==> src/ibcs_pkg.sv <==
package ibcs_pkg;

    // ------------------------------------------------------------------
    // Bus status codes
    // ------------------------------------------------------------------
    localparam logic [3:0] INTERNAL_CYCLE_CODE     = 4'h9;
    localparam logic [3:0] WORKSPACE_ACCESS_CODE   = 4'h6;
    localparam logic [3:0] INSTRUCTION_FETCH_CODE  = 4'h3;
    localparam logic [3:0] INSTRUCTION_FETCH_ALIAS = 4'h3;
    localparam logic [3:0] SOURCE_OPERAND_CODE     = 4'h1;
    localparam logic [3:0] IO_CYCLE_CODE           = 4'hb;
    localparam logic [3:0] FLAG_WORD_OUTPUT_CODE   = 4'hd;

    // ------------------------------------------------------------------
    // Cycle counts and step indices
    // ------------------------------------------------------------------
    localparam logic [4:0] ONE_CYCLE        = 5'h01;
    localparam logic [4:0] DIV_ZERO_WAIT    = 5'h03;
    localparam logic [4:0] DIV_MAG_WAIT     = 5'h03;
    localparam logic [4:0] DIV_QUOT_WAIT    = 5'h14;
    localparam logic [4:0] EXT_INTERNAL     = 5'h04;
    localparam logic [4:0] IDLE_INTERNAL    = 5'h03;
    localparam logic [4:0] LOAD_INTERNAL    = 5'h02;
    localparam int         IO_MIN_STATES    = 2;
    localparam logic [3:0] DIV_IDX_ZERO     = 4'h4;
    localparam logic [3:0] DIV_IDX_QUOT     = 4'h6;
    localparam logic [3:0] DIV_IDX_RESULT   = 4'h7;
    localparam logic [3:0] DIV_IDX_EXIT     = 4'ha;

    // ------------------------------------------------------------------
    // Types
    // ------------------------------------------------------------------
    typedef enum logic [2:0] {
        OP_SIGNED_DIVIDE,
        OP_UNARY,
        OP_EXTERNAL,
        OP_IDLE,
        OP_PARALLEL_LOAD
    } ibcs_op_e;

    typedef enum logic [1:0] {
        CHK_NONE,
        CHK_ZERO,
        CHK_MAG,
        CHK_QUOT
    } ibcs_chk_e;

    typedef struct packed {
        logic [3:0] code;
        logic       rd;
        logic       wr;
        logic [4:0] cnt;
        logic       last;
        ibcs_chk_e  chk;
        logic       ws_sub;
        logic       inc_wr;
    } ibcs_step_s;

endpackage

==> src/ibcs_sequencer.sv <==
// Operation
// - Divide: internal, read low word, internal, high word
// - Zero then magnitude checks branch to overflow exit
// - Twenty cycles, quotient overflow sets flag, exits
// - Success: write quotient, prefetch, write remainder
// - Unary group: fetch, prefetch, store back source
// - Workspace operand uses workspace code instead
// - Address-only fetch drops read on last cycle
// - External: four internal, I/O, flag word, prefetch
// - I/O write cycle lasts at least two states
// - Idle: three internal, I/O, fetch, one internal
// - Parallel load: fetch, base read, two internal, I/O
// - Post-incremented base register access becomes write
module ibcs_sequencer #(
    parameter int IO_STATES = ibcs_pkg::IO_MIN_STATES
) (
    input  wire logic             clock_i,        // 20 MHz clock
    input  wire logic             nrst_i,         // Async reset, low
    input  wire logic             start_i,        // Begin sequence
    input  wire ibcs_pkg::ibcs_op_e op_i,         // Instruction class
    input  wire logic [3:0]       src_cycles_i,   // Source fetch cycles
    input  wire logic             src_in_ws_i,    // Operand in workspace
    input  wire logic             addr_only_i,    // Address, no operand
    input  wire logic             base_register_twelve_postinc_i, // Base reg post-inc
    input  wire logic             zero_div_i,     // Divisor is zero
    input  wire logic             mag_ovf_i,      // Divisor too small
    input  wire logic             quot_ovf_i,     // Quotient too wide
    output logic [3:0]            status_o,       // Bus status code
    output logic                  rd_o,           // Read cycle
    output logic                  wr_o,           // Write cycle
    output logic                  busy_o,         // Sequence running
    output logic                  done_o,         // Sequence finished
    output logic                  overflow_flag_bit_o // Set status bit 4
);
    import ibcs_pkg::*;

    typedef enum logic [1:0] {
        S_IDLE,
        S_SRC,
        S_STEP
    } ibcs_state_e;

    // ------------------------------------------------------------------
    // Step table
    // ------------------------------------------------------------------
    function automatic ibcs_step_s mk(input logic [3:0] code,
        input logic rd, input logic wr, input logic [4:0] cnt,
        input logic last, input ibcs_chk_e chk, input logic ws_sub,
        input logic inc_wr);
        mk = '{code, rd, wr, cnt, last, chk, ws_sub, inc_wr};
    endfunction
    function automatic ibcs_step_s step_f(input ibcs_op_e op,
                                          input logic [3:0] idx);
        logic [4:0] io_n;
        io_n = 5'(IO_STATES);
        step_f = mk(INTERNAL_CYCLE_CODE, 1'b0, 1'b0, ONE_CYCLE, 1'b1,
                    CHK_NONE, 1'b0, 1'b0);
        case (op)
            OP_SIGNED_DIVIDE: begin
                case (idx)
                    4'h0: step_f = mk(INTERNAL_CYCLE_CODE, 1'b0, 1'b0,
                        ONE_CYCLE, 1'b0, CHK_NONE, 1'b0, 1'b0);
                    4'h1: step_f = mk(WORKSPACE_ACCESS_CODE, 1'b1, 1'b0,
                        ONE_CYCLE, 1'b0, CHK_NONE, 1'b0, 1'b0);
                    4'h2: step_f = mk(INTERNAL_CYCLE_CODE, 1'b0, 1'b0,
                        ONE_CYCLE, 1'b0, CHK_NONE, 1'b0, 1'b0);
                    4'h3: step_f = mk(WORKSPACE_ACCESS_CODE, 1'b1, 1'b0,
                        ONE_CYCLE, 1'b0, CHK_NONE, 1'b0, 1'b0);
                    4'h4: step_f = mk(INTERNAL_CYCLE_CODE, 1'b0, 1'b0,
                        DIV_ZERO_WAIT, 1'b0, CHK_ZERO, 1'b0, 1'b0);
                    4'h5: step_f = mk(INTERNAL_CYCLE_CODE, 1'b0, 1'b0,
                        DIV_MAG_WAIT, 1'b0, CHK_MAG, 1'b0, 1'b0);
                    4'h6: step_f = mk(INTERNAL_CYCLE_CODE, 1'b0, 1'b0,
                        DIV_QUOT_WAIT, 1'b0, CHK_QUOT, 1'b0, 1'b0);
                    4'h7: step_f = mk(WORKSPACE_ACCESS_CODE, 1'b0, 1'b1,
                        ONE_CYCLE, 1'b0, CHK_NONE, 1'b0, 1'b0);
                    4'h8: step_f = mk(INSTRUCTION_FETCH_CODE, 1'b1, 1'b0,
                        ONE_CYCLE, 1'b0, CHK_NONE, 1'b0, 1'b0);
                    4'h9: step_f = mk(WORKSPACE_ACCESS_CODE, 1'b0, 1'b1,
                        ONE_CYCLE, 1'b1, CHK_NONE, 1'b0, 1'b0);
                    4'ha: step_f = mk(INSTRUCTION_FETCH_CODE, 1'b1, 1'b0,
                        ONE_CYCLE, 1'b0, CHK_NONE, 1'b0, 1'b0);
                    default: step_f = mk(INTERNAL_CYCLE_CODE, 1'b0, 1'b0,
                        ONE_CYCLE, 1'b1, CHK_NONE, 1'b0, 1'b0);
                endcase
            end
            OP_UNARY: begin
                if (idx == 4'h0) begin
                    step_f = mk(INSTRUCTION_FETCH_ALIAS, 1'b1, 1'b0,
                        ONE_CYCLE, 1'b0, CHK_NONE, 1'b0, 1'b0);
                end else begin
                    step_f = mk(SOURCE_OPERAND_CODE, 1'b0, 1'b1,
                        ONE_CYCLE, 1'b1, CHK_NONE, 1'b1, 1'b0);
                end
            end
            OP_EXTERNAL: begin
                case (idx)
                    4'h0: step_f = mk(INTERNAL_CYCLE_CODE, 1'b0, 1'b0,
                        EXT_INTERNAL, 1'b0, CHK_NONE, 1'b0, 1'b0);
                    4'h1: step_f = mk(IO_CYCLE_CODE, 1'b0, 1'b1,
                        io_n, 1'b0, CHK_NONE, 1'b0, 1'b0);
                    4'h2: step_f = mk(FLAG_WORD_OUTPUT_CODE, 1'b0, 1'b0,
                        ONE_CYCLE, 1'b0, CHK_NONE, 1'b0, 1'b0);
                    4'h3: step_f = mk(INSTRUCTION_FETCH_CODE, 1'b1, 1'b0,
                        ONE_CYCLE, 1'b0, CHK_NONE, 1'b0, 1'b0);
                    default: ;
                endcase
            end
            OP_IDLE: begin
                case (idx)
                    4'h0: step_f = mk(INTERNAL_CYCLE_CODE, 1'b0, 1'b0,
                        IDLE_INTERNAL, 1'b0, CHK_NONE, 1'b0, 1'b0);
                    4'h1: step_f = mk(IO_CYCLE_CODE, 1'b0, 1'b1,
                        io_n, 1'b0, CHK_NONE, 1'b0, 1'b0);
                    4'h2: step_f = mk(INSTRUCTION_FETCH_CODE, 1'b1, 1'b0,
                        ONE_CYCLE, 1'b0, CHK_NONE, 1'b0, 1'b0);
                    default: ;
                endcase
            end
            OP_PARALLEL_LOAD: begin
                case (idx)
                    4'h0: step_f = mk(WORKSPACE_ACCESS_CODE, 1'b1, 1'b0,
                        ONE_CYCLE, 1'b0, CHK_NONE, 1'b0, 1'b1);
                    4'h1: step_f = mk(INTERNAL_CYCLE_CODE, 1'b0, 1'b0,
                        LOAD_INTERNAL, 1'b0, CHK_NONE, 1'b0, 1'b0);
                    4'h2: step_f = mk(IO_CYCLE_CODE, 1'b0, 1'b1,
                        io_n, 1'b0, CHK_NONE, 1'b0, 1'b0);
                    default: step_f = mk(INSTRUCTION_FETCH_ALIAS, 1'b1,
                        1'b0, ONE_CYCLE, 1'b1, CHK_NONE, 1'b0, 1'b0);
                endcase
            end
            default: ;
        endcase
    endfunction

    // ------------------------------------------------------------------
    // Sequencer state
    // ------------------------------------------------------------------
    ibcs_state_e state_r, state_nxt;
    ibcs_op_e    op_r, op_sel;
    logic [3:0]  idx_r, idx_nxt, left_r, left_nxt;
    logic [4:0]  cnt_r, cnt_nxt;
    logic        ws_r, addr_only_r, pinc_r, ws_sel, pinc_sel;
    logic [5:0]  out_nxt;
    logic        done_nxt, ovf_nxt, emit, hit;
    ibcs_step_s  cur_s, nxt_s;
    assign op_sel   = (state_r == S_IDLE) ? op_i : op_r;
    assign ws_sel   = (state_r == S_IDLE) ? src_in_ws_i : ws_r;
    assign pinc_sel = (state_r == S_IDLE) ? base_register_twelve_postinc_i : pinc_r;
    assign cur_s    = step_f(op_r, idx_r);
    assign hit = (cur_s.chk == CHK_ZERO && zero_div_i) ||
                 (cur_s.chk == CHK_MAG && mag_ovf_i) ||
                 (cur_s.chk == CHK_QUOT && quot_ovf_i);
    always_comb begin
        state_nxt = state_r;
        idx_nxt   = idx_r;
        cnt_nxt   = cnt_r;
        left_nxt  = left_r;
        out_nxt   = {status_o, rd_o, wr_o};
        done_nxt  = 1'b0;
        ovf_nxt   = 1'b0;
        emit      = 1'b0;
        nxt_s     = cur_s;
        case (state_r)
            S_IDLE: begin
                out_nxt = {INTERNAL_CYCLE_CODE, 2'b00};
                if (start_i && src_cycles_i != 4'h0) begin
                    state_nxt = S_SRC;
                    left_nxt  = src_cycles_i - 4'h1;
                    out_nxt = {src_in_ws_i ? WORKSPACE_ACCESS_CODE
                                           : SOURCE_OPERAND_CODE,
                               !(addr_only_i && src_cycles_i == 4'h1),
                               1'b0};
                end else if (start_i) begin
                    state_nxt = S_STEP;
                    idx_nxt   = 4'h0;
                    emit      = 1'b1;
                end
            end
            S_SRC: begin
                if (left_r != 4'h0) begin
                    left_nxt = left_r - 4'h1;
                    out_nxt = {ws_r ? WORKSPACE_ACCESS_CODE
                                    : SOURCE_OPERAND_CODE,
                               !(addr_only_r && left_r == 4'h1),
                               1'b0};
                end else begin
                    state_nxt = S_STEP;
                    idx_nxt   = 4'h0;
                    emit      = 1'b1;
                end
            end
            S_STEP: begin
                if (cnt_r != 5'h00) begin
                    cnt_nxt = cnt_r - 5'h01;
                end else if (hit) begin
                    idx_nxt = DIV_IDX_EXIT;
                    ovf_nxt = (cur_s.chk == CHK_QUOT);
                    emit    = 1'b1;
                end else if (cur_s.last) begin
                    state_nxt = S_IDLE;
                    done_nxt  = 1'b1;
                    out_nxt   = {INTERNAL_CYCLE_CODE, 2'b00};
                end else begin
                    idx_nxt = idx_r + 4'h1;
                    emit    = 1'b1;
                end
            end
            default: state_nxt = S_IDLE;
        endcase
        if (emit) begin
            nxt_s   = step_f(op_sel, idx_nxt);
            cnt_nxt = nxt_s.cnt - 5'h01;
            out_nxt = {(nxt_s.ws_sub && ws_sel) ? WORKSPACE_ACCESS_CODE
                                                : nxt_s.code,
                       nxt_s.rd && !(nxt_s.inc_wr && pinc_sel),
                       nxt_s.wr || (nxt_s.inc_wr && pinc_sel)};
        end
    end

    // ------------------------------------------------------------------
    // Registers
    // ------------------------------------------------------------------
    always_ff @(posedge clock_i or negedge nrst_i) begin
        if (!nrst_i) begin
            state_r <= S_IDLE;
            idx_r   <= 4'h0;
            cnt_r   <= 5'h00;
            left_r  <= 4'h0;
        end else begin
            state_r <= state_nxt;
            idx_r   <= idx_nxt;
            cnt_r   <= cnt_nxt;
            left_r  <= left_nxt;
        end
    end

    // Instruction attributes are held so that inputs may change mid-run.
    always_ff @(posedge clock_i or negedge nrst_i) begin
        if (!nrst_i) begin
            op_r        <= OP_SIGNED_DIVIDE;
            ws_r        <= 1'b0;
            addr_only_r <= 1'b0;
            pinc_r      <= 1'b0;
        end else if (state_r == S_IDLE && start_i) begin
            op_r        <= op_i;
            ws_r        <= src_in_ws_i;
            addr_only_r <= addr_only_i;
            pinc_r      <= base_register_twelve_postinc_i;
        end
    end

    always_ff @(posedge clock_i or negedge nrst_i) begin
        if (!nrst_i) begin
            status_o            <= INTERNAL_CYCLE_CODE;
            rd_o                <= 1'b0;
            wr_o                <= 1'b0;
            busy_o              <= 1'b0;
            done_o              <= 1'b0;
            overflow_flag_bit_o <= 1'b0;
        end else begin
            {status_o, rd_o, wr_o} <= out_nxt;
            busy_o              <= (state_nxt != S_IDLE);
            done_o              <= done_nxt;
            overflow_flag_bit_o <= ovf_nxt;
        end
    end

    logic div_on, first_step;
    assign div_on     = (state_r == S_STEP) && (op_r == OP_SIGNED_DIVIDE);
    assign first_step = (state_r == S_STEP) && (idx_r == 4'h0);
endmodule

==> config.mk <==
export PLATFORM = sky130hd
export DESIGN_NAME = ibcs_sequencer
export DESIGN_NICKNAME = d
export VERILOG_FILES = /design/src/ibcs_pkg.sv /design/src/ibcs_sequencer.sv
export SDC_FILE = /design/constraint.sdc
export NUM_CORES = 1
export LEC_CHECK = 0
export BUFFER_PORTS_ARGS = -buffer_cell sky130_fd_sc_hd__buf_4
export CAP_MARGIN = 20
export CELL_PAD_IN_SITES_DETAIL_PLACEMENT = 1
export CELL_PAD_IN_SITES_GLOBAL_PLACEMENT = 2
export CORE_MARGIN = 4
export CORE_UTILIZATION = 41
export CTS_BUF_LIST = sky130_fd_sc_hd__clkbuf_2 sky130_fd_sc_hd__clkbuf_4 sky130_fd_sc_hd__clkbuf_8
export CTS_CLUSTER_SIZE = 10
export DETAILED_ROUTE_END_ITERATION = 12
export PLACE_DENSITY_LB_ADDON = 0.1
export SLEW_MARGIN = 15
export SYNTH_ARGS = -nofsm -noshare
export SYNTH_HDL_FRONTEND = slang
export SYNTH_SLANG_ARGS = --single-unit
==> constraint.sdc <==
create_clock -name clock_i -period 7.4 [get_ports clock_i]
set_clock_uncertainty 0.05 [all_clocks]
set_input_delay 0 -clock clock_i [delete_from_list [all_inputs] [get_ports clock_i]]
set_output_delay 0 -clock clock_i [all_outputs]
set_load 0.005 [all_outputs]
## Word level (Yosys, flattened, before mapping)

Memory sizes are Yosys's and may differ from the RTL's.
Index checks and enable logic that the tools add are counted.

| storage, ports and cells | value |
|---|---|
| flip-flop bits (word level) | 30 |
| ROM bits | 416 |
| output and inout port bits | 9 |
| word-level logic and storage cells | 138 |
| memories kept | 2 |

Memories:

| memory | words | width | rd ports | clocked after Yosys merged registers in | wr ports | line | text |
|---|---|---|---|---|---|---|---|
| (name not given) | 16 | 13 | 1 | 0 | 0 | ibcs_sequencer.sv:60 | `case (idx)` |
| (name not given) | 16 | 13 | 1 | 0 | 0 | ibcs_sequencer.sv:60 |  |

| cells by class | value |
|---|---|
| $add $sub $neg | 5 |
| equal/unequal tests | 27 |
| muxes and demuxes | 58 |
| reduce and logical (&&, ||, !) cells | 32 |

Operators with widths:

| cell | count |
|---|---|
| $pmux W16 S3 | 2 |
| $pmux W16 S5 | 1 |
| $pmux W16 S4 | 1 |
| $mux W4 | 9 |
| $mux W6 | 6 |
| $pmux W5 S3 | 2 |
| $pmux W5 S5 | 1 |
| $mux W5 | 4 |
| $pmux W5 S4 | 1 |
| $pmux W6 S3 | 1 |
| $eq A4 B1 Y1 const B | 4 |
| $eq A4 B2 Y1 const B | 4 |
| $mux W16 | 1 |
| $mux W1 | 15 |
| $mux W14 | 1 |
| $eq A3 B2 Y1 const B | 4 |
| $mux W2 | 6 |
| $ne A3 B3 Y1 const B | 4 |
| $pmux W4 S3 | 1 |
| $reduce_bool A4 Y1 | 3 |
| $logic_and A1 B1 Y1 | 10 |
| $sub A5 B1 Y5 const B | 2 |
| $mux W3 | 3 |
| $logic_not A4 Y1 | 2 |
| other kinds (20) | 34 |

## Depth between registers and ports, before layout

| logic depth | value |
|---|---|
| depth in word-level cells | 18 |
| depth in mapped cells | 19 |
| gate-level depth less buffers | 17 |

## Worst setup path before layout

OpenSTA, ideal clock, no wires.

| path | value |
|---|---|
| kind | flip-flop to flip-flop |
| start | register left_r[0] |
| end | register cnt_r[4] |
| arrival time | 3.583 ns |
| required time | 7.226 ns |
| path slack | 3.643 ns |
| cell stages (with the launch flop) | 19 |
| path through | dfrtp_1 inv_1 ha_1 or3b_2 a221o_2 a211oi_1 or3_1 buf_6 clkinv_8 clkbuf_8 nor3_1 a41oi_1 o311a_1 a21oi_1 ha_1 nor4b_1 xnor2_1 nand2_1 o31a_1 |

| on the way | value |
|---|---|
| word-level cells in the longest chain between the ends | 9 |
| elaborated cells between the ends (all ways) | 20 |

RTL lines:

| item | line | text |
|---|---|---|
| start, declared | ibcs_sequencer.sv:141 | `logic [3:0] idx_r, idx_nxt, left_r, left_nxt;` |
| start signal, assigned | ibcs_sequencer.sv:234 | `left_r <= left_nxt;` |
| $reduce_bool A4 Y1 (*) | ibcs_sequencer.sv:181 | `if (left_r != 4'h0) begin` |
| $mux W4 (*) | ibcs_sequencer.sv:181 |  |
| $pmux W4 S3 (*) | ibcs_sequencer.sv:164 | `case (state_r)` |
| named net idx_nxt[0] | ibcs_sequencer.sv:141 |  |
| parallel branches: the longest is 2 deep, another holds $mem_v2 Z16 W13 | - |  |
| $pmux W16 S5 (*) | ibcs_sequencer.sv:58 | `case (op)` |
| $mux W16 (*) | ibcs_sequencer.sv:211 | `if (emit) begin` |
| $sub A5 B1 Y5 (*) | ibcs_sequencer.sv:213 | `cnt_nxt = nxt_s.cnt - 5'h01;` |
| $mux W5 (*) | ibcs_sequencer.sv:211 |  |
| end signal, assigned | ibcs_sequencer.sv:233 | `cnt_r <= cnt_nxt;` |
| end, declared | ibcs_sequencer.sv:142 | `logic [4:0] cnt_r, cnt_nxt;` |

Mark *: on every way through the listed nets, which the timed path passes. The select of a mux whose other input is x is not followed.
A chain may end at the register's enable or synchronous reset.

## Final worst setup path

| path | value |
|---|---|
| start | register state_r[0] |
| end | register cnt_r[4] |

| on the way | value |
|---|---|
| word-level cells in the longest chain between the ends | 8 |
| elaborated cells between the ends (all ways) | 26 |

RTL lines:

| item | line | text |
|---|---|---|
| start, declared | ibcs_sequencer.sv:139 | `ibcs_state_e state_r, state_nxt;` |
| start signal, assigned | ibcs_sequencer.sv:231 | `state_r <= state_nxt;` |
| parallel branches: the longest is 8 deep, another holds $mem_v2 Z16 W13 | - |  |

Parallel ways; which one is timed is not known. The select of a mux whose other input is x is not followed.

==> run metrics <==
CP max-delay cell or3_1; # H-tree levels 2; Critical Path Max Stage Delay a little over 0.5 ns; IO Pins 25; setup_tns 0 ns; most frequent cells in the layout nand2_1, dfrtp_1, buf_4; crit-path cells inv_1 -> ha_1 -> inv_1 -> nor4_4 -> a21bo_1 -> a22o_1 -> or3_1 -> nand2_1 -> a41oi_1 -> o311a_1 -> a21oi_1 -> ha_1 -> nor4b_1 -> xnor2_1 -> nand2_1 -> o31a_1; sequential share of the synthesized area 0.2842; delay-heaviest family, CP simple AND/OR/NAND/NOR gates; die width approximately 88 um; drt wl/cell about 20 um; Pre-antenna DRT Iters 4; static leakage 1.220 nW; Core Region 6314 um2; commonest non-fill, non-tap cell in the layout nand2_1; Final Net Count between 300 and 400; total number of vias 2587; Antenna Nets Post-Route 0; Initial DRC Count 117; Global Route met2 Usage 0.3787; post-placement cell area around 2800 um2; first-pass GRT wire length 14040 um; peak supply drop 0.0001769 V; GR Util met1 0.3097; Combinational Power Share 0.618; synth warn 0; CTS sink cnt 30; Max FO, Critical Path 11; fin crit share 0.6123; Hold Path Class in -> reg; NetSw ~540 uW; cell area after synthesis roughly 2700 um2; top-area cell type share of the netlist area 0.2644; share of cells above drive strength 1 0.2060; Total Power 1.148 mW; Root Driver clkbuf_8; Critical path origin state_r[0]; post_cts resized 0; initial antenna violation count 0; Port Buf Inserts 24; PwrDens 382.8 nW/um2; Worst Setup End Kind flip-flop; Crit Path Class reg -> reg; number of library cell types mapped by synthesis 73; largest cells by area after synthesis dfrtp_1, ha_1, o21ai_0; CP arrival between 4 and 5 ns; R2R Path Start state_r[0]; Setup WS post-layout roughly 2.9 ns; hold path start start_i; Post-CTS Setup Bufs 0; maximum buffer depth of the clock tree 2; post-synthesis area per instance 8.660 um2; Detail Placement HPWL between 6000 and 7000 um; Mapped Cells between 300 and 400; via-per-instance ratio between 6 and 7; hold-fix buffer count after cts 8; worst path required time 7.53 ns; Critical path buffers and inverters 2; Synth async-reset ratio 1.000; Internal Power a little over 600 uW; Net Count, Synth between 300 and 400; Slew headroom 0.3849; sequential power share 0.257; vias in the first global route 2693; RD Place Congestion approximately 0.90; diode count 0; Setup Viol. Count Final 0; Max Clk Rate ~0.22 GHz; pre-CTS WS a little under 3 ns; drt total wl approximately 8300 um; outcome complete, no violations; Max Slew Vio Count 0; #FFs+latches synth 30; Slew @ Worst Pin just over 0.9 ns; CTS tree done; synthesis-to-finish area growth 13.17%; residual DRC count 0; Remaining Overflow, GRT 0; met3 Usage GRT 0.04097; latest clock arrival within the worst-skew pair roughly 0.29 ns; Die Span Y between 80 and 90 um; min Tclk post-route between 4 and 5 ns; dominant synthesized flop cell dfrtp_1; final hold viol count 0; Finished Cell Area 2999 um2; gr busiest metal met2; clock-pin slew on the worst setup and hold paths approximately 0.070 ns; overall global routing resource usage 0.2328; total CTS buffers 5; row count 29; Max Cap Violations 0; switching share of total power 0.4716; die area between 7000 and 8000 um2; Util after Layout 0.4750; Synth area leader dfrtp_1; RSZ-0062 raised after global routing false; Critical Path Start Type flip-flop; pin count of the biggest net entering global routing 31; Initial Util 0.4197; number of synthesized flops with an enable pin 0; clock network fraction of total power 0.125
## cell families after synthesis
| group | Yosys count | share of synthesized area |
|---|---|---|
| muxes | 18 | 0.07460 |
| xor gates and xnor gates | 3 | 0.009917 |
| adders and majority gates | 13 | 0.06138 |
| AOI/OAI and AO/OA | 106 | 0.2767 |
| buffers and inverters | 27 | 0.06988 |
| and+or+nand+nor | 109 | 0.2233 |
| DFF | 30 | 0.2842 |
## final timing paths
| path | end | depth (start not counted) | slack, ns |
|---|---|---|---|
| setup reg to reg | cnt_r[4] | 16 | 2.87 |
| min in group asynchronous | overflow_flag_bit_o | 2 | 0.13 |
| setup / recovery | cnt_r[4] | 16 | 2.87 |
| max in group asynchronous | status_o[0] | 2 | 6.84 |
| hold reg to reg | addr_only_r | 1 | 0.46 |
| hold / removal | state_r[1] | 4 | 0.04 |
## stage by stage
step	hold slack, ns	cells
after CTS	0.03681	412
after global placement	-0.08838	396
after floorplan	-0.3456	306
after global routing	0.04856	412
after detailed placement	-0.08428	396
final	0.04467	412
## flip-flops by register name, indices dropped and copies added, names as in the netlist
signal and flops:
pinc_r 1, op_r 3, cnt_r 5, overflow_flag_bit_o 1, left_r 4, state_r 2, addr_only_r 1, idx_r 4
status_o 4, done_o 1, wr_o 1, rd_o 1, busy_o 1, ws_r 1
## Yosys cell counts, types with 5 or more instances
library cell and n:
nand2_1 29, dfrtp_1 28, o21ai_0 23, nor2_1 21
a21oi_1 20, ha_1 13, nand3_1 12, nor3_1 12
inv_1 11, mux2_2 10, o211ai_1 8, mux2i_1 7
nand2b_1 6, nand4_1 6, a31oi_1 5, clkbuf_1 5
clkbuf_8 5
## power by group through the flow
stage	Clock [mW]	Combinational (mW)	Sequential (mW)
floorplan	0	0.516	0.280
global placement	0	0.687	0.293
detailed placement	0	0.695	0.299
CTS	0.148	0.705	0.295
global route	0.157	0.784	0.307
finish	0.144	0.709	0.296
## tightest hold or removal path: cells and delay by family
kind                   cells  cell delay, ns
buffers and inverters      1            0.11
AO/OA/AOI/OAI              2            0.15
AND/OR/NAND/NOR            1            0.07
## cell type report
class | count | area (um2)
well taps | 77 | 96.34
fillers | 768 | 3314
inverters | 14 | 67.56
flip-flops and latches | 30 | 753.2
repair buffers | 34 | 275.3
clock inverters | 1 | 5.005
clock buffers | 7 | 90.09
multi-input cells | 249 | 1712
## per-layer routing
metal,vias to the layer above,share of wire
li1,1223,-
met1,1279,0.46
met5,-,0
met3,21,0.045
met4,0,0.026
met2,64,0.47
Power figures use the tool's default switching activity.
